**src/cmd_handler_pkg.sv**
```systemverilog
// Purpose: constants and types of the command handler
// Assumes: single 100 MHz clock domain
// Notes:   register indices are word indices
`default_nettype none
package cmd_handler_pkg;
  // ----------------------------------------------------------------
  // register indices
  // ----------------------------------------------------------------
  localparam int          ADDR_W        = 8;
  localparam logic [7:0]  REG_CMD       = 8'h00;
  localparam logic [7:0]  REG_STB       = 8'h01;
  localparam logic [7:0]  REG_SPOLL     = 8'h02;
  localparam logic [7:0]  REG_SRE       = 8'h03;
  localparam logic [7:0]  REG_VOLT_IMM  = 8'h04;
  localparam logic [7:0]  REG_CURR_IMM  = 8'h05;
  localparam logic [7:0]  REG_VOLT_TRIG = 8'h06;
  localparam logic [7:0]  REG_CURR_TRIG = 8'h07;
  localparam logic [7:0]  REG_VOLT_ACT  = 8'h08;
  localparam logic [7:0]  REG_CURR_ACT  = 8'h09;
  localparam logic [7:0]  REG_TRIG_CTL  = 8'h0a;
  localparam logic [7:0]  REG_NUM_MAG   = 8'h0b;
  localparam logic [7:0]  REG_NUM_CTL   = 8'h0c;
  localparam logic [7:0]  REG_ERR       = 8'h0d;
  localparam logic [7:0]  REG_TEST      = 8'h0e;
  localparam logic [7:0]  REG_CONTRAST  = 8'h0f;
  localparam logic [7:0]  REG_NV        = 8'h10;
  localparam logic [7:0]  REG_RESP_IN   = 8'h11;
  localparam logic [7:0]  REG_RESP_OUT  = 8'h12;
  localparam logic [7:0]  REG_CAL_GAIN  = 8'h13;
  localparam logic [7:0]  REG_MSG       = 8'h14;
  // ----------------------------------------------------------------
  // command codes, status byte layout, limits, error codes
  // ----------------------------------------------------------------
  localparam logic [3:0]  CMD_TRG       = 4'h1;
  localparam logic [3:0]  CMD_ABORT     = 4'h2;
  localparam logic [3:0]  CMD_INIT      = 4'h3;
  localparam logic [3:0]  CMD_TEST      = 4'h4;
  localparam logic [3:0]  CMD_MSG_CLR   = 4'h5;
  localparam int          STB_OPER      = 7;
  localparam int          STB_MSS       = 6;
  localparam int          STB_ESB       = 5;
  localparam int          STB_MAV       = 4;
  localparam int          STB_QUES      = 3;
  localparam int          STB_ERR       = 2;
  localparam logic [3:0]  MAX_FRAC      = 4'h8;
  localparam logic [31:0] MAX_INT_MAG   = 32'd400000000;
  localparam logic [3:0]  MAX_EXP       = 4'h8;
  localparam logic [7:0]  MSG_MAX       = 8'd253;
  localparam logic [31:0] CONTRAST_MAX  = 32'd9;
  localparam logic [3:0]  FRAC_CONTRAST = 4'h1;
  localparam logic signed [15:0] ERR_SYNTAX = 16'shff88;
  localparam logic signed [15:0] ERR_RANGE  = 16'shff22;
  localparam logic [2:0]  TGT_VOLT_IMM  = 3'h0;
  localparam logic [2:0]  TGT_CURR_IMM  = 3'h1;
  localparam logic [2:0]  TGT_VOLT_TRIG = 3'h2;
  localparam logic [2:0]  TGT_CURR_TRIG = 3'h3;
  localparam logic [2:0]  TGT_CONTRAST  = 3'h4;
  // ----------------------------------------------------------------
  // reset values, crc, response format
  // ----------------------------------------------------------------
  localparam logic [31:0] LEVEL_RST     = 32'h0000_0000;
  localparam logic [7:0]  SRE_RST       = 8'h00;
  localparam logic [31:0] GAIN_RST      = 32'h0000_8000;
  localparam int          GAIN_SHIFT    = 15;
  localparam logic [7:0]  CRC_POLY      = 8'h07;
  localparam logic [31:0] MANT_LOW      = 32'd100000;
  localparam logic [31:0] MANT_HIGH     = 32'd1000000;
  localparam logic signed [7:0] MANT_POINT = 8'sd5;
  localparam logic signed [7:0] UNIT_EXP   = -8'sd3;

  typedef struct packed {
    logic [31:0] volt;
    logic [31:0] curr;
  } level_t;

  typedef struct packed {
    logic oper;
    logic esb;
    logic mav;
    logic ques;
  } status_in_t;

  typedef struct packed {
    logic       syntax_err;
    logic [3:0] exponent;
    logic [3:0] frac_digits;
    logic [2:0] target;
  } num_ctl_t;
endpackage : cmd_handler_pkg
`default_nettype wire

```
**src/status_trigger_command_handler.sv**
```systemverilog
// Purpose: status, trigger and command logic of a dc source
//          (poll, abort, self test, numbers, format, contrast)
// Assumes: a front end decodes messages onto the register port
// Notes:   one clock
// Function
// - status query: byte 0..255, unchanged
// - status byte reads never clear status
// - bit six summarises service reasons
// - poll shows request flag, then clears it
// - trigger acts only while armed
// - trigger loads pending levels
// - trigger needs listener address
// - self test: storage crc, 0 pass 1 fail
// - parser: 8 fraction digits, 4e8 magnitude
// - over-limit values dropped silently
// - messages capped at 253 characters
// - responses as mantissa and exponent
// - malformed numbers queue -120
// - out-of-range values queue -222
// - abort: immediate to pending, unarm
// - abort runs after power-on
// - contrast 0..9, kept in storage
// - enabled bits ORed to bit six
// - status byte layout, bits 1..0 unused
// - continuous mode stays armed
//
// Implementation choices: the register addresses and the address-and-strobe port.
`default_nettype none
module status_trigger_command_handler
  import cmd_handler_pkg::*;
#(
  parameter int          ERRQ_DEPTH = 4,
  parameter int          NV_WORDS   = 16,
  parameter logic [31:0] VOLT_MAX   = 32'd1000000,
  parameter logic [31:0] CURR_MAX   = 32'd40000
)(
  input  wire logic                        sys_clk,
  input  wire logic                        reset_n,
  input  wire logic [cmd_handler_pkg::ADDR_W-1:0] addr,
  input  wire logic [31:0]                 wdata,
  input  wire logic                        wr_en,
  input  wire logic                        rd_en,
  output logic [31:0]                      rdata,
  input  wire logic                        listen_addressed,
  input  wire cmd_handler_pkg::status_in_t status_in,
  input  wire logic                        rx_char_valid,
  input  wire logic                        rx_msg_end,
  output cmd_handler_pkg::level_t          output_level,
  output logic [3:0]                       contrast,
  output logic                             service_request,
  output logic                             ready
);
  import cmd_handler_pkg::*;

  localparam int EQ_W = $clog2(ERRQ_DEPTH);
  localparam int NV_W = $clog2(NV_WORDS);

  generate
    if (ERRQ_DEPTH < 2 || (1 << EQ_W) != ERRQ_DEPTH || NV_WORDS < 2 || NV_WORDS > 256)
    begin : g_bad_param
      $error("bad queue depth or storage size");
    end
  endgenerate

  typedef enum logic [1:0] {ST_IDLE, ST_SCAN} scan_state_t;
  typedef enum logic [1:0] {FMT_IDLE, FMT_NORM} fmt_state_t;

  function automatic logic [7:0] crc8_step(input logic [7:0] crc, input logic [7:0] data);
    logic [7:0] c;
    c = crc ^ data;
    for (int i = 0; i < 8; i++)
      c = c[7] ? ((c << 1) ^ CRC_POLY) : (c << 1);
    return c;
  endfunction : crc8_step

  // ----------------------------------------------------------------
  // decode
  // ----------------------------------------------------------------
  logic        wr_ok;
  logic        cmd_wr;
  logic        rd_ok;
  logic        cmd_trg;
  logic        cmd_abort;
  logic        cmd_init;
  logic        cmd_test;
  logic        cmd_msg_clr;
  num_ctl_t    num_ctl;
  logic        num_go;

  assign wr_ok       = wr_en && ready;
  assign rd_ok       = rd_en && ready;
  assign cmd_wr      = wr_ok && addr == REG_CMD;
  assign cmd_trg     = cmd_wr && wdata[3:0] == CMD_TRG && listen_addressed;
  assign cmd_abort   = cmd_wr && wdata[3:0] == CMD_ABORT;
  assign cmd_init    = cmd_wr && wdata[3:0] == CMD_INIT;
  assign cmd_test    = cmd_wr && wdata[3:0] == CMD_TEST;
  assign cmd_msg_clr = cmd_wr && wdata[3:0] == CMD_MSG_CLR;
  assign num_ctl     = wdata[11:0];
  assign num_go      = wr_ok && addr == REG_NUM_CTL;

  // ----------------------------------------------------------------
  // numeric parameter checks
  // ----------------------------------------------------------------
  logic [31:0] num_mag_reg;
  logic        num_over_limit;
  logic        num_syntax;
  logic        num_range;
  logic        num_apply;
  logic        err_push;
  logic signed [15:0] err_code;

  always_comb
  begin
    num_over_limit = num_ctl.frac_digits > MAX_FRAC || num_mag_reg > MAX_INT_MAG;
    num_syntax     = num_ctl.syntax_err || num_ctl.exponent > MAX_EXP;
    unique case (num_ctl.target)
      TGT_VOLT_IMM, TGT_VOLT_TRIG: num_range = num_mag_reg > VOLT_MAX;
      TGT_CURR_IMM, TGT_CURR_TRIG: num_range = num_mag_reg > CURR_MAX;
      TGT_CONTRAST: num_range = num_mag_reg > CONTRAST_MAX ||
                                num_ctl.frac_digits > FRAC_CONTRAST;
      default:      num_range = 1'b1;
    endcase
    num_apply = num_go && !num_over_limit && !num_syntax && !num_range;
    err_push  = num_go && !num_over_limit && (num_syntax || num_range);
    err_code  = num_syntax ? ERR_SYNTAX : ERR_RANGE;
  end

  always_ff @(posedge sys_clk or negedge reset_n)
    if (!reset_n)
      num_mag_reg <= LEVEL_RST;
    else if (wr_ok && addr == REG_NUM_MAG)
      num_mag_reg <= wdata;

  // ----------------------------------------------------------------
  // trigger levels, arming, power-on abort
  // ----------------------------------------------------------------
  level_t imm_reg;
  level_t pend_reg;
  level_t act_reg;
  logic   cont_reg;
  logic   wtg_reg;

  always_ff @(posedge sys_clk or negedge reset_n)
    if (!reset_n)
      ready <= 1'b0;
    else
      ready <= 1'b1;

  always_ff @(posedge sys_clk or negedge reset_n)
    if (!reset_n)
    begin
      imm_reg  <= '{volt: LEVEL_RST, curr: LEVEL_RST};
      pend_reg <= '{volt: LEVEL_RST, curr: LEVEL_RST};
      act_reg  <= '{volt: LEVEL_RST, curr: LEVEL_RST};
    end
    else if (!ready || cmd_abort)
      pend_reg <= imm_reg;
    else if (cmd_trg && wtg_reg)
      act_reg <= pend_reg;
    else if (num_apply)
      unique case (num_ctl.target)
        TGT_VOLT_IMM:  imm_reg.volt  <= num_mag_reg;
        TGT_CURR_IMM:  imm_reg.curr  <= num_mag_reg;
        TGT_VOLT_TRIG: pend_reg.volt <= num_mag_reg;
        TGT_CURR_TRIG: pend_reg.curr <= num_mag_reg;
        default:       ;
      endcase

  always_ff @(posedge sys_clk or negedge reset_n)
    if (!reset_n)
      cont_reg <= 1'b0;
    else if (wr_ok && addr == REG_TRIG_CTL)
      cont_reg <= wdata[0];

  // abort wins; continuous re-arms next cycle
  always_ff @(posedge sys_clk or negedge reset_n)
    if (!reset_n)
      wtg_reg <= 1'b0;
    else if (!ready || cmd_abort)
      wtg_reg <= 1'b0;
    else if (cont_reg || cmd_init)
      wtg_reg <= 1'b1;
    else if (cmd_trg)
      wtg_reg <= 1'b0;

  assign output_level = act_reg;

  // ----------------------------------------------------------------
  // status byte and service request
  // ----------------------------------------------------------------
  logic [7:0] sre_reg;
  logic [7:0] stb_raw;
  logic       mss;
  logic       mss_q;
  logic       rqs_reg;
  logic [EQ_W:0] err_cnt_reg;

  always_comb
  begin
    stb_raw           = 8'h00;
    stb_raw[STB_OPER] = status_in.oper;
    stb_raw[STB_ESB]  = status_in.esb;
    stb_raw[STB_MAV]  = status_in.mav;
    stb_raw[STB_QUES] = status_in.ques;
    stb_raw[STB_ERR]  = err_cnt_reg != '0;
    mss               = |(stb_raw & sre_reg);
  end

  always_ff @(posedge sys_clk or negedge reset_n)
    if (!reset_n)
      sre_reg <= SRE_RST;
    else if (wr_ok && addr == REG_SRE)
      sre_reg <= wdata[7:0] & ~(8'h01 << STB_MSS);

  // set beats the poll clear
  always_ff @(posedge sys_clk or negedge reset_n)
    if (!reset_n)
    begin
      mss_q   <= 1'b0;
      rqs_reg <= 1'b0;
    end
    else
    begin
      mss_q <= mss;
      if (mss && !mss_q)
        rqs_reg <= 1'b1;
      else if (rd_ok && addr == REG_SPOLL)
        rqs_reg <= 1'b0;
    end

  assign service_request = rqs_reg;

  // ----------------------------------------------------------------
  // error queue
  // ----------------------------------------------------------------
  logic signed [15:0] errq [ERRQ_DEPTH];
  logic [EQ_W-1:0]    err_wr_reg;
  logic [EQ_W-1:0]    err_rd_reg;
  logic               err_pop;
  logic               err_put;

  assign err_pop = rd_ok && addr == REG_ERR && err_cnt_reg != '0;
  assign err_put = err_push && (err_cnt_reg != (EQ_W + 1)'(ERRQ_DEPTH) || err_pop);

  always_ff @(posedge sys_clk)
    if (err_put)
      errq[err_wr_reg] <= err_code;

  always_ff @(posedge sys_clk or negedge reset_n)
    if (!reset_n)
    begin
      err_wr_reg  <= '0;
      err_rd_reg  <= '0;
      err_cnt_reg <= '0;
    end
    else
    begin
      err_wr_reg  <= err_wr_reg + EQ_W'(err_put);
      err_rd_reg  <= err_rd_reg + EQ_W'(err_pop);
      err_cnt_reg <= err_cnt_reg + (EQ_W + 1)'(err_put) - (EQ_W + 1)'(err_pop);
    end

  // ----------------------------------------------------------------
  // storage model, contrast, crc self test
  // ----------------------------------------------------------------
  // cleared at reset for a clean start;
  // an all-zero image has a valid zero crc
  logic [7:0]     nv_mem [NV_WORDS];
  logic [NV_W-1:0] nv_idx_reg;
  scan_state_t    scan_state;
  logic           scan_seal_reg;
  logic [NV_W-1:0] scan_idx_reg;
  logic [7:0]     crc_reg;
  logic           test_fail_reg;
  logic           nv_user_wr;
  logic           contrast_wr;
  logic           seal_wr;

  assign nv_user_wr  = wr_ok && addr == REG_NV;
  assign contrast_wr = num_apply && num_ctl.target == TGT_CONTRAST;
  assign seal_wr     = scan_state == ST_SCAN && scan_seal_reg &&
                       scan_idx_reg == NV_W'(NV_WORDS - 1);
  assign contrast    = nv_mem[0][3:0];

  always_ff @(posedge sys_clk or negedge reset_n)
    if (!reset_n)
      nv_idx_reg <= '0;
    else if (nv_user_wr)
      nv_idx_reg <= wdata[NV_W+7:8];

  always_ff @(posedge sys_clk or negedge reset_n)
    if (!reset_n)
      for (int i = 0; i < NV_WORDS; i++)
        nv_mem[i] <= 8'h00;
    else if (contrast_wr)
      nv_mem[0] <= {4'h0, num_mag_reg[3:0]};
    else if (seal_wr)
      nv_mem[NV_WORDS-1] <= crc_reg;
    else if (nv_user_wr)
      nv_mem[wdata[NV_W+7:8]] <= wdata[7:0];

  // contrast store reseals the crc
  always_ff @(posedge sys_clk or negedge reset_n)
    if (!reset_n)
    begin
      scan_state    <= ST_IDLE;
      scan_seal_reg <= 1'b0;
      scan_idx_reg  <= '0;
      crc_reg       <= 8'h00;
      test_fail_reg <= 1'b0;
    end
    else
      unique case (scan_state)
        ST_IDLE:
          if (contrast_wr || cmd_test)
          begin
            scan_state    <= ST_SCAN;
            scan_seal_reg <= contrast_wr;
            scan_idx_reg  <= '0;
            crc_reg       <= 8'h00;
          end
        ST_SCAN:
          if (scan_idx_reg == NV_W'(NV_WORDS - 1))
          begin
            scan_state <= ST_IDLE;
            if (!scan_seal_reg)
              test_fail_reg <= crc_reg != nv_mem[NV_WORDS-1];
          end
          else
          begin
            crc_reg      <= crc8_step(crc_reg, nv_mem[scan_idx_reg]);
            scan_idx_reg <= scan_idx_reg + 1'b1;
          end
        default:
          scan_state <= ST_IDLE;
      endcase

  // ----------------------------------------------------------------
  // response formatting
  // ----------------------------------------------------------------
  fmt_state_t        fmt_state;
  logic [31:0]       gain_reg;
  logic [31:0]       mant_reg;
  logic signed [7:0] exp_reg;
  logic [63:0]       scaled;

  assign scaled = wdata * gain_reg;

  always_ff @(posedge sys_clk or negedge reset_n)
    if (!reset_n)
      gain_reg <= GAIN_RST;
    else if (wr_ok && addr == REG_CAL_GAIN)
      gain_reg <= wdata;

  always_ff @(posedge sys_clk or negedge reset_n)
    if (!reset_n)
    begin
      fmt_state <= FMT_IDLE;
      mant_reg  <= '0;
      exp_reg   <= '0;
    end
    else
      unique case (fmt_state)
        FMT_IDLE:
          if (wr_ok && addr == REG_RESP_IN)
          begin
            fmt_state <= FMT_NORM;
            mant_reg  <= scaled[GAIN_SHIFT+31:GAIN_SHIFT];
            exp_reg   <= MANT_POINT + UNIT_EXP;
          end
        FMT_NORM:
          if (mant_reg >= MANT_HIGH)
          begin
            mant_reg <= mant_reg / 32'd10;
            exp_reg  <= exp_reg + 8'sd1;
          end
          else if (mant_reg != '0 && mant_reg < MANT_LOW)
          begin
            mant_reg <= mant_reg * 32'd10;
            exp_reg  <= exp_reg - 8'sd1;
          end
          else
          begin
            fmt_state <= FMT_IDLE;
            if (mant_reg == '0)
              exp_reg <= '0;
          end
        default:
          fmt_state <= FMT_IDLE;
      endcase

  // ----------------------------------------------------------------
  // message length guard
  // ----------------------------------------------------------------
  logic [7:0] msg_len_reg;
  logic       msg_over_reg;

  always_ff @(posedge sys_clk or negedge reset_n)
    if (!reset_n)
      msg_len_reg <= '0;
    else if (rx_msg_end)
      msg_len_reg <= '0;
    else if (rx_char_valid && msg_len_reg < MSG_MAX)
      msg_len_reg <= msg_len_reg + 8'd1;

  always_ff @(posedge sys_clk or negedge reset_n)
    if (!reset_n)
      msg_over_reg <= 1'b0;
    else if (rx_char_valid && !rx_msg_end && msg_len_reg == MSG_MAX)
      msg_over_reg <= 1'b1;
    else if (cmd_msg_clr)
      msg_over_reg <= 1'b0;

  // ----------------------------------------------------------------
  // read port
  // ----------------------------------------------------------------
  always_ff @(posedge sys_clk or negedge reset_n)
    if (!reset_n)
      rdata <= '0;
    else if (rd_ok)
      unique case (addr)
        REG_STB:       rdata <= {24'h0, stb_raw | (8'(mss) << STB_MSS)};
        REG_SPOLL:     rdata <= {24'h0, stb_raw | (8'(rqs_reg) << STB_MSS)};
        REG_SRE:       rdata <= {24'h0, sre_reg};
        REG_VOLT_IMM:  rdata <= imm_reg.volt;
        REG_CURR_IMM:  rdata <= imm_reg.curr;
        REG_VOLT_TRIG: rdata <= pend_reg.volt;
        REG_CURR_TRIG: rdata <= pend_reg.curr;
        REG_VOLT_ACT:  rdata <= act_reg.volt;
        REG_CURR_ACT:  rdata <= act_reg.curr;
        REG_TRIG_CTL:  rdata <= {30'h0, wtg_reg, cont_reg};
        REG_NUM_MAG:   rdata <= num_mag_reg;
        REG_ERR:       rdata <= {8'h0, 8'(err_cnt_reg),
                                 err_cnt_reg != '0 ? errq[err_rd_reg] : 16'sh0000};
        REG_TEST:      rdata <= {30'h0, scan_state == ST_SCAN, test_fail_reg};
        REG_CONTRAST:  rdata <= {28'h0, contrast};
        REG_NV:        rdata <= {24'h0, nv_mem[nv_idx_reg]};
        REG_RESP_OUT:  rdata <= {fmt_state == FMT_NORM, exp_reg[6:0], mant_reg[23:0]};
        REG_CAL_GAIN:  rdata <= gain_reg;
        REG_MSG:       rdata <= {23'h0, msg_over_reg, msg_len_reg};
        default:       rdata <= '0;
      endcase
    else
      rdata <= '0;
endmodule : status_trigger_command_handler
`default_nettype wire

```
**config.mk**
```make
export PLATFORM = sky130hd
export DESIGN_NAME = status_trigger_command_handler
export DESIGN_NICKNAME = d
export VERILOG_FILES = /design/src/cmd_handler_pkg.sv /design/src/status_trigger_command_handler.sv
export SDC_FILE = /design/constraint.sdc
export NUM_CORES = 2
export LEC_CHECK = 0
export ABC_AREA = 0
export BUFFER_PORTS_ARGS = -buffer_cell sky130_fd_sc_hd__buf_4
export CAP_MARGIN = 20
export CELL_PAD_IN_SITES_DETAIL_PLACEMENT = 1
export CELL_PAD_IN_SITES_GLOBAL_PLACEMENT = 1
export CORE_UTILIZATION = 35
export DETAILED_ROUTE_END_ITERATION = 8
export PLACE_DENSITY_LB_ADDON = 0.1
export SETUP_SLACK_MARGIN = 0.5
export SLEW_MARGIN = 20
export SYNTH_ARGS = -nofsm -noshare
export SYNTH_HDL_FRONTEND = slang
export SYNTH_SLANG_ARGS = --single-unit
```
**constraint.sdc**
```tcl
create_clock -name sys_clk -period 14.61 [get_ports sys_clk]
set_clock_uncertainty 0.2 [all_clocks]
set_input_delay 0 -clock sys_clk [delete_from_list [all_inputs] [get_ports sys_clk]]
set_output_delay 0 -clock sys_clk [all_outputs]
set_load 0.02 [all_outputs]
```
# Word-level counts from Yosys, hierarchy flattened
# Memories as Yosys holds them, arrays and structs flattened.
# Cells that the tools add are included.
# totals
regBits	506
ramBits	32
inputBits	51
mem_count	1
# mem_list
name	words	width	rd	rd_clocked_by_memory_dff	write_ports	line	text
errq	4	8	1	0	1	status_trigger_command_handler.sv:236	logic signed [15:0] errq [ERRQ_DEPTH];
# op_classes
add_sub_neg	8
mul	2
div_mod_pow	1
order_cmp	14
eq_ne	45
muxes	64
bitwise	20
reduce_logical	84
# ops
op	n
case mux 32 bit (18 select lines)	1
2-to-1 mux 32 bit	6
2-to-1 mux 64 bit	3
bitwise mux 128 bit	1
2-to-1 mux 128 bit	1
2-to-1 mux 8 bit	16
2-to-1 mux 120 bit	1
binary-select mux 8 bit (select 4 bit)	2
== test 8 x 4 -> 1 bit (second input constant)	8
case mux 32 bit (2 select lines)	1
multiplier 32 x 32 -> 47 bit	1
== test 8 x 5 -> 1 bit (second input constant)	5
logical AND 1 bit	34
demux 8 bit (select 4 bit)	1
divider 32 x 4 -> 32 bit (second input constant)	1
== test 8 x 3 -> 1 bit (second input constant)	4
greater-or-equal comparator 32 x 20 -> 1 bit (second input constant)	1
> comparator 32 x 16 -> 1 bit (second input constant)	1
> comparator 32 x 20 -> 1 bit (second input constant)	1
> comparator 32 x 29 -> 1 bit (second input constant)	1
> comparator 32 x 4 -> 1 bit (second input constant)	1
zero test 32 bit	1
less-than comparator 32 x 17 -> 1 bit (second input constant)	1
multiplier 32 x 3 -> 31 bit (second input constant)	1
56 further kinds	144

# Logic depth before layout (Yosys ltp)
# logic_depth
depth_word	23
mapped_depth	51

# Least setup slack after synthesis
# Ideal clock, no wire load.
# synth_timing
kind	reg-to-reg
start	register mant_reg[26]
end	register mant_reg[0]
arrival_time_ns	10.336
required_ns	14.333
slack_ns	3.998
stages_incl_launch_ff	42
path_cell_list	dfrtp_1 -> buf_6 -> or4b_4 -> a311o_1 -> o31ai_4 -> buf_6 -> nand2_2 -> a211oi_2 -> a2bb2oi_2 -> mux2i_1 -> o21ai_1 -> o311a_1 -> or4_4 -> or4_1 -> a21oi_1 -> a31oi_1 -> a41oi_4 -> a22oi_1 -> (+6 left out) -> a32oi_2 -> or3_1 -> a311o_1 -> a22o_1 -> a41oi_1 -> a21boi_1 -> nor3_1 -> a2111oi_4 -> nor2_1 -> o31a_1 -> o32a_2 -> xnor2_2 -> a211o_1 -> a32oi_1 -> o21ai_2 -> mux2i_1 -> o211ai_1 -> o21ai_1
# synth_via
elab_chain_cells	4
# synth_lines
item	line	text
start: declaration	status_trigger_command_handler.sv:343	logic [31:0] mant_reg;
start signal: assignment	status_trigger_command_handler.sv:368	mant_reg <= scaled[GAIN_SHIFT+31:GAIN_SHIFT];
start signal: assignment	status_trigger_command_handler.sv:374	mant_reg <= mant_reg / 32'd10;
start signal: assignment	status_trigger_command_handler.sv:379	mant_reg <= mant_reg * 32'd10;
parallel branches: the longest is 4 deep, another holds divider 32 x 4 -> 32 bit	--	
# Parallel ways; which one is timed is not known.
# A chain may end at the register's enable or synchronous reset.

# Worst setup path after layout
# layout_timing
start	register mant_reg[29]
end	register mant_reg[0]
# The elaborated chain is that of the path after synthesis.

==> impl_metrics.py <==
metrics = {
    "hold_path": {
        "hold_path_class": "input pin to flop",
        "whs_path_depth": 5,
        "worstHoldStart": "listen_addressed",
    },
    "placed_design": {
        "dp_hpwl_mm": 166,
        "io_buffers": 152,
        "gp_congestion": 0.894,
        "postPlaceCellArea_sq_mm": 0.0605,
        "dp_slack_ns": 1.18,
        "post-place-cells": 8233,
    },
    "synthesis": {
        "syn_avg_cell_area_sq_um": 9.20,
        "synthArstFlopShare_pct": 98.4,
        "synthCells": 6257,
        "synth-main-ff-cell": "dfrtp_1",
        "syn_nets": 7305,
        "synth-seq-cells": 511,
        "yosysWarnings": 0,
        "seq_area_frac_synth_pct": 22.3,
        "synth-edff-count": 8,
        "netlist_area_sq_mm": 0.0575,
        "netlist-cell-type-count": 122,
    },
    "critical_path": {
        "critPathBufInv": 2,
        "critical_path.top_delay_family": "compound AO/OA/AOI/OAI gates",
        "reg2reg_slack_ns": 1.43,
        "arrival_ns": 13.56,
        "crit_start": "mant_reg[29]",
        "cpPeakStageDelay_ns": 0.80,
        "critPathLaunchType": "flop",
        "r2r-start": "mant_reg[29]",
        "crit_slowest_cell": "dfrtp_1",
        "cp.depth": 39,
        "worst_setup_path_end_kind": "flop",
        "crit_path_max_fanout": 26,
        "crit_required_ns": 14.99,
        "worstSetupPathType": "flop to flop",
        "r2r_cells": 39,
    },
    "floorplanning": {
        "num_rows": 148,
        "die_h_um": 407,
        "io_pins": 153,
        "die-area_sq_mm": 0.166,
        "start_util_pct": 35.3,
        "fp.dieW_um": 407,
        "core-area_sq_mm": 0.163,
    },
    "layout": {
        "finish.utilization_pct": 38.8,
        "drive_gt1_share_pct": 11.8,
        "final_area_sq_mm": 0.0632,
        "fill_cells": 18567,
        "final_common_cell": "nand2_1",
        "fin_cells": 8411,
        "largest_reg_flops": 124,
        "largest_register": "nv_mem",
        "final_cell_mix": "nand2_1 (1202), inv_1 (891), fa_1 (764), dfrtp_1 (491), buf_4 (258)",
        "areaGrowthSynthToFinish_pct": 9.91,
        "layout.nets": 7230,
    },
    "timing": {
        "timing.final.ws_setup_ns": 1.43,
        "grt_setup_unrepaired": "false",
        "final-setup-viol-count": 0,
        "period_share_pct": 90.2,
        "fmax_mhz": 75.9,
        "fin_hold_ws_ns": 0.162,
        "tns_ns": 0,
        "slew_violations": 0,
        "tightest_slew_ns": 1.13,
        "slew_headroom_pct": 24.0,
        "min_period_ns": 13.18,
        "final_hold_viol_count": 0,
    },
    "routing": {
        "drt_iter0_drc": 3548,
        "route.vias.total": 46578,
        "vias_per_cell": 5.54,
        "drt_wl_total_mm": 229,
        "drt_pre_antenna_iters": 7,
        "routedWlPerCell_um": 27.2,
        "drc": 0,
        "ant_nets": 0,
    },
    "grt": {
        "grt_max_degree": 140,
        "grt_pass1_vias": 49912,
        "grt_usage_pct": 27.6,
        "globalRoute.totalOverflow": 0,
        "antenna_found_initial": 19,
        "grt_pass1_wl_mm": 344,
    },
    "outcome": {
        "status": "finished clean",
    },
    "clock_network": {
        "cts_buffer_depth": 3,
        "cts_tree": "built",
        "cts_buffers": 61,
        "clk_latency_ns": 0.68,
        "cts_root_buffer": "clkbuf_16",
        "htree_levels": 2,
        "cts_num_sinks": 511,
        "path_clk_slew_ns": 0.06,
    },
    "power_and_ir_drop": {
        "leakage_nw": 30.9,
        "power.density_mw_per_mm2": 142,
        "finalPower_mw": 8.96,
        "ir_drop_v": 0.000317,
    },
    "job": {
        "max-cap-violations": 0,
    },
}
## final timing paths
path / end
min: wtg_reg
min reg2reg: service_request
max reg2reg: mant_reg[0]
max: mant_reg[0]
max in group asynchronous: gain_reg[6]
min in group asynchronous: imm_reg[58]
## report_power, final
part | leakage, nW | internal (mW) | switching [mW] | total (mW)
sequential | 6.95 | 1.44 | 0.0698 | 1.51
combinational | 22.9 | 2.09 | 3.75 | 5.84
clock | 1.03 | 0.937 | 0.678 | 1.61
## worst reg2reg max path: cells and delay by family (launching register included)
family	cells	cell delay (ns)
AO/OA/AOI/OAI	24	7.61
AND/OR/NAND/NOR	10	3.05
flip-flops	1	0.80
XOR/XNOR	2	0.78
buffers and inverters	2	0.46
multiplexers	1	0.19
## layer usage
layer / track usage [%] / vias to the layer above / share of wire, % / wire length, um
met4: 7.16 / 2 / 2.8 / 6500
met3: 3.00 / 249 / 4.6 / 10500
met2: 46.3 / 1156 / 48 / 110000
li1: - / 20243 / - / -
met5: 0 / - / 0.0052 / 12
met1: 37.9 / 24928 / 44 / 102000
## synth_stat cells (all sizes together) (9+ instances only)
library cell,instances,share of area [%]
a2111oi,17,0.33
a211oi,18,0.27
a21o,28,0.38
a21oi,170,1.5
a221oi,41,0.63
a222oi,39,0.68
a22o,21,0.32
a22oi,37,0.48
a311o,11,0.19
a311oi,10,0.17
a31oi,49,0.55
and2,214,2.3
and3,25,0.27
buf,57,0.60
clkbuf,401,2.6
dfrtp,502,22
fa,764,27
ha,233,5.1
inv,892,5.8
mux2,209,4.1
mux2i,92,1.6
mux4,66,2.6
nand2,1204,7.9
nand2b,17,0.18
nand3,84,0.73
nand4,26,0.28
nor2,186,1.2
nor2b,37,0.40
nor3,86,0.77
nor4,31,0.37
o2111ai,12,0.19
o211ai,32,0.42
o21a,39,0.51
o21ai,217,1.9
o21bai,14,0.18
o221ai,13,0.21
o22a,9,0.14
o22ai,14,0.16
o311ai,14,0.21
o31a,13,0.21
o31ai,32,0.50
or2,12,0.13
or3,26,0.28
xnor2,82,1.3
xor2,42,0.64
## logic make-up (layout without fill, tap and decap cells)
family | count (synthesis) | count (layout) | share of synthesized area, %
other cells | 1 | 5 | 0.00652
compound gates | 913 | 913 | 11.3
flops | 511 | 511 | 22.3
xor+xnor | 125 | 125 | 1.95
fa+ha+maj | 997 | 997 | 31.6
mux | 367 | 367 | 8.27
simple gates | 1989 | 1989 | 15.5
buf+inv | 1354 | 1329 | 9.06
## area by class of cell
cell class	instances	area [sq um]	share of cell area [%]
Antenna cell	4	10.0	0.0158
Clock buffer	87	1780	2.81
Clock inverter	26	328	0.518
Inverter	896	3360	5.32
Multi-Input combinational cell	4392	39600	62.6
Sequential cell	511	12800	20.3
Tap cell	2175	2720	4.30
Timing Repair Buffer	320	2590	4.10
## timing repair
action / in CTS / in global routing
resized for setup: 0 / 8
setup buffers: 0 / 1
hold endpoints to repair: 355 / 0
setup endpoints to repair: 0 / 3
hold buffers: 60 / 0
(Power assumes the default switching activity.)
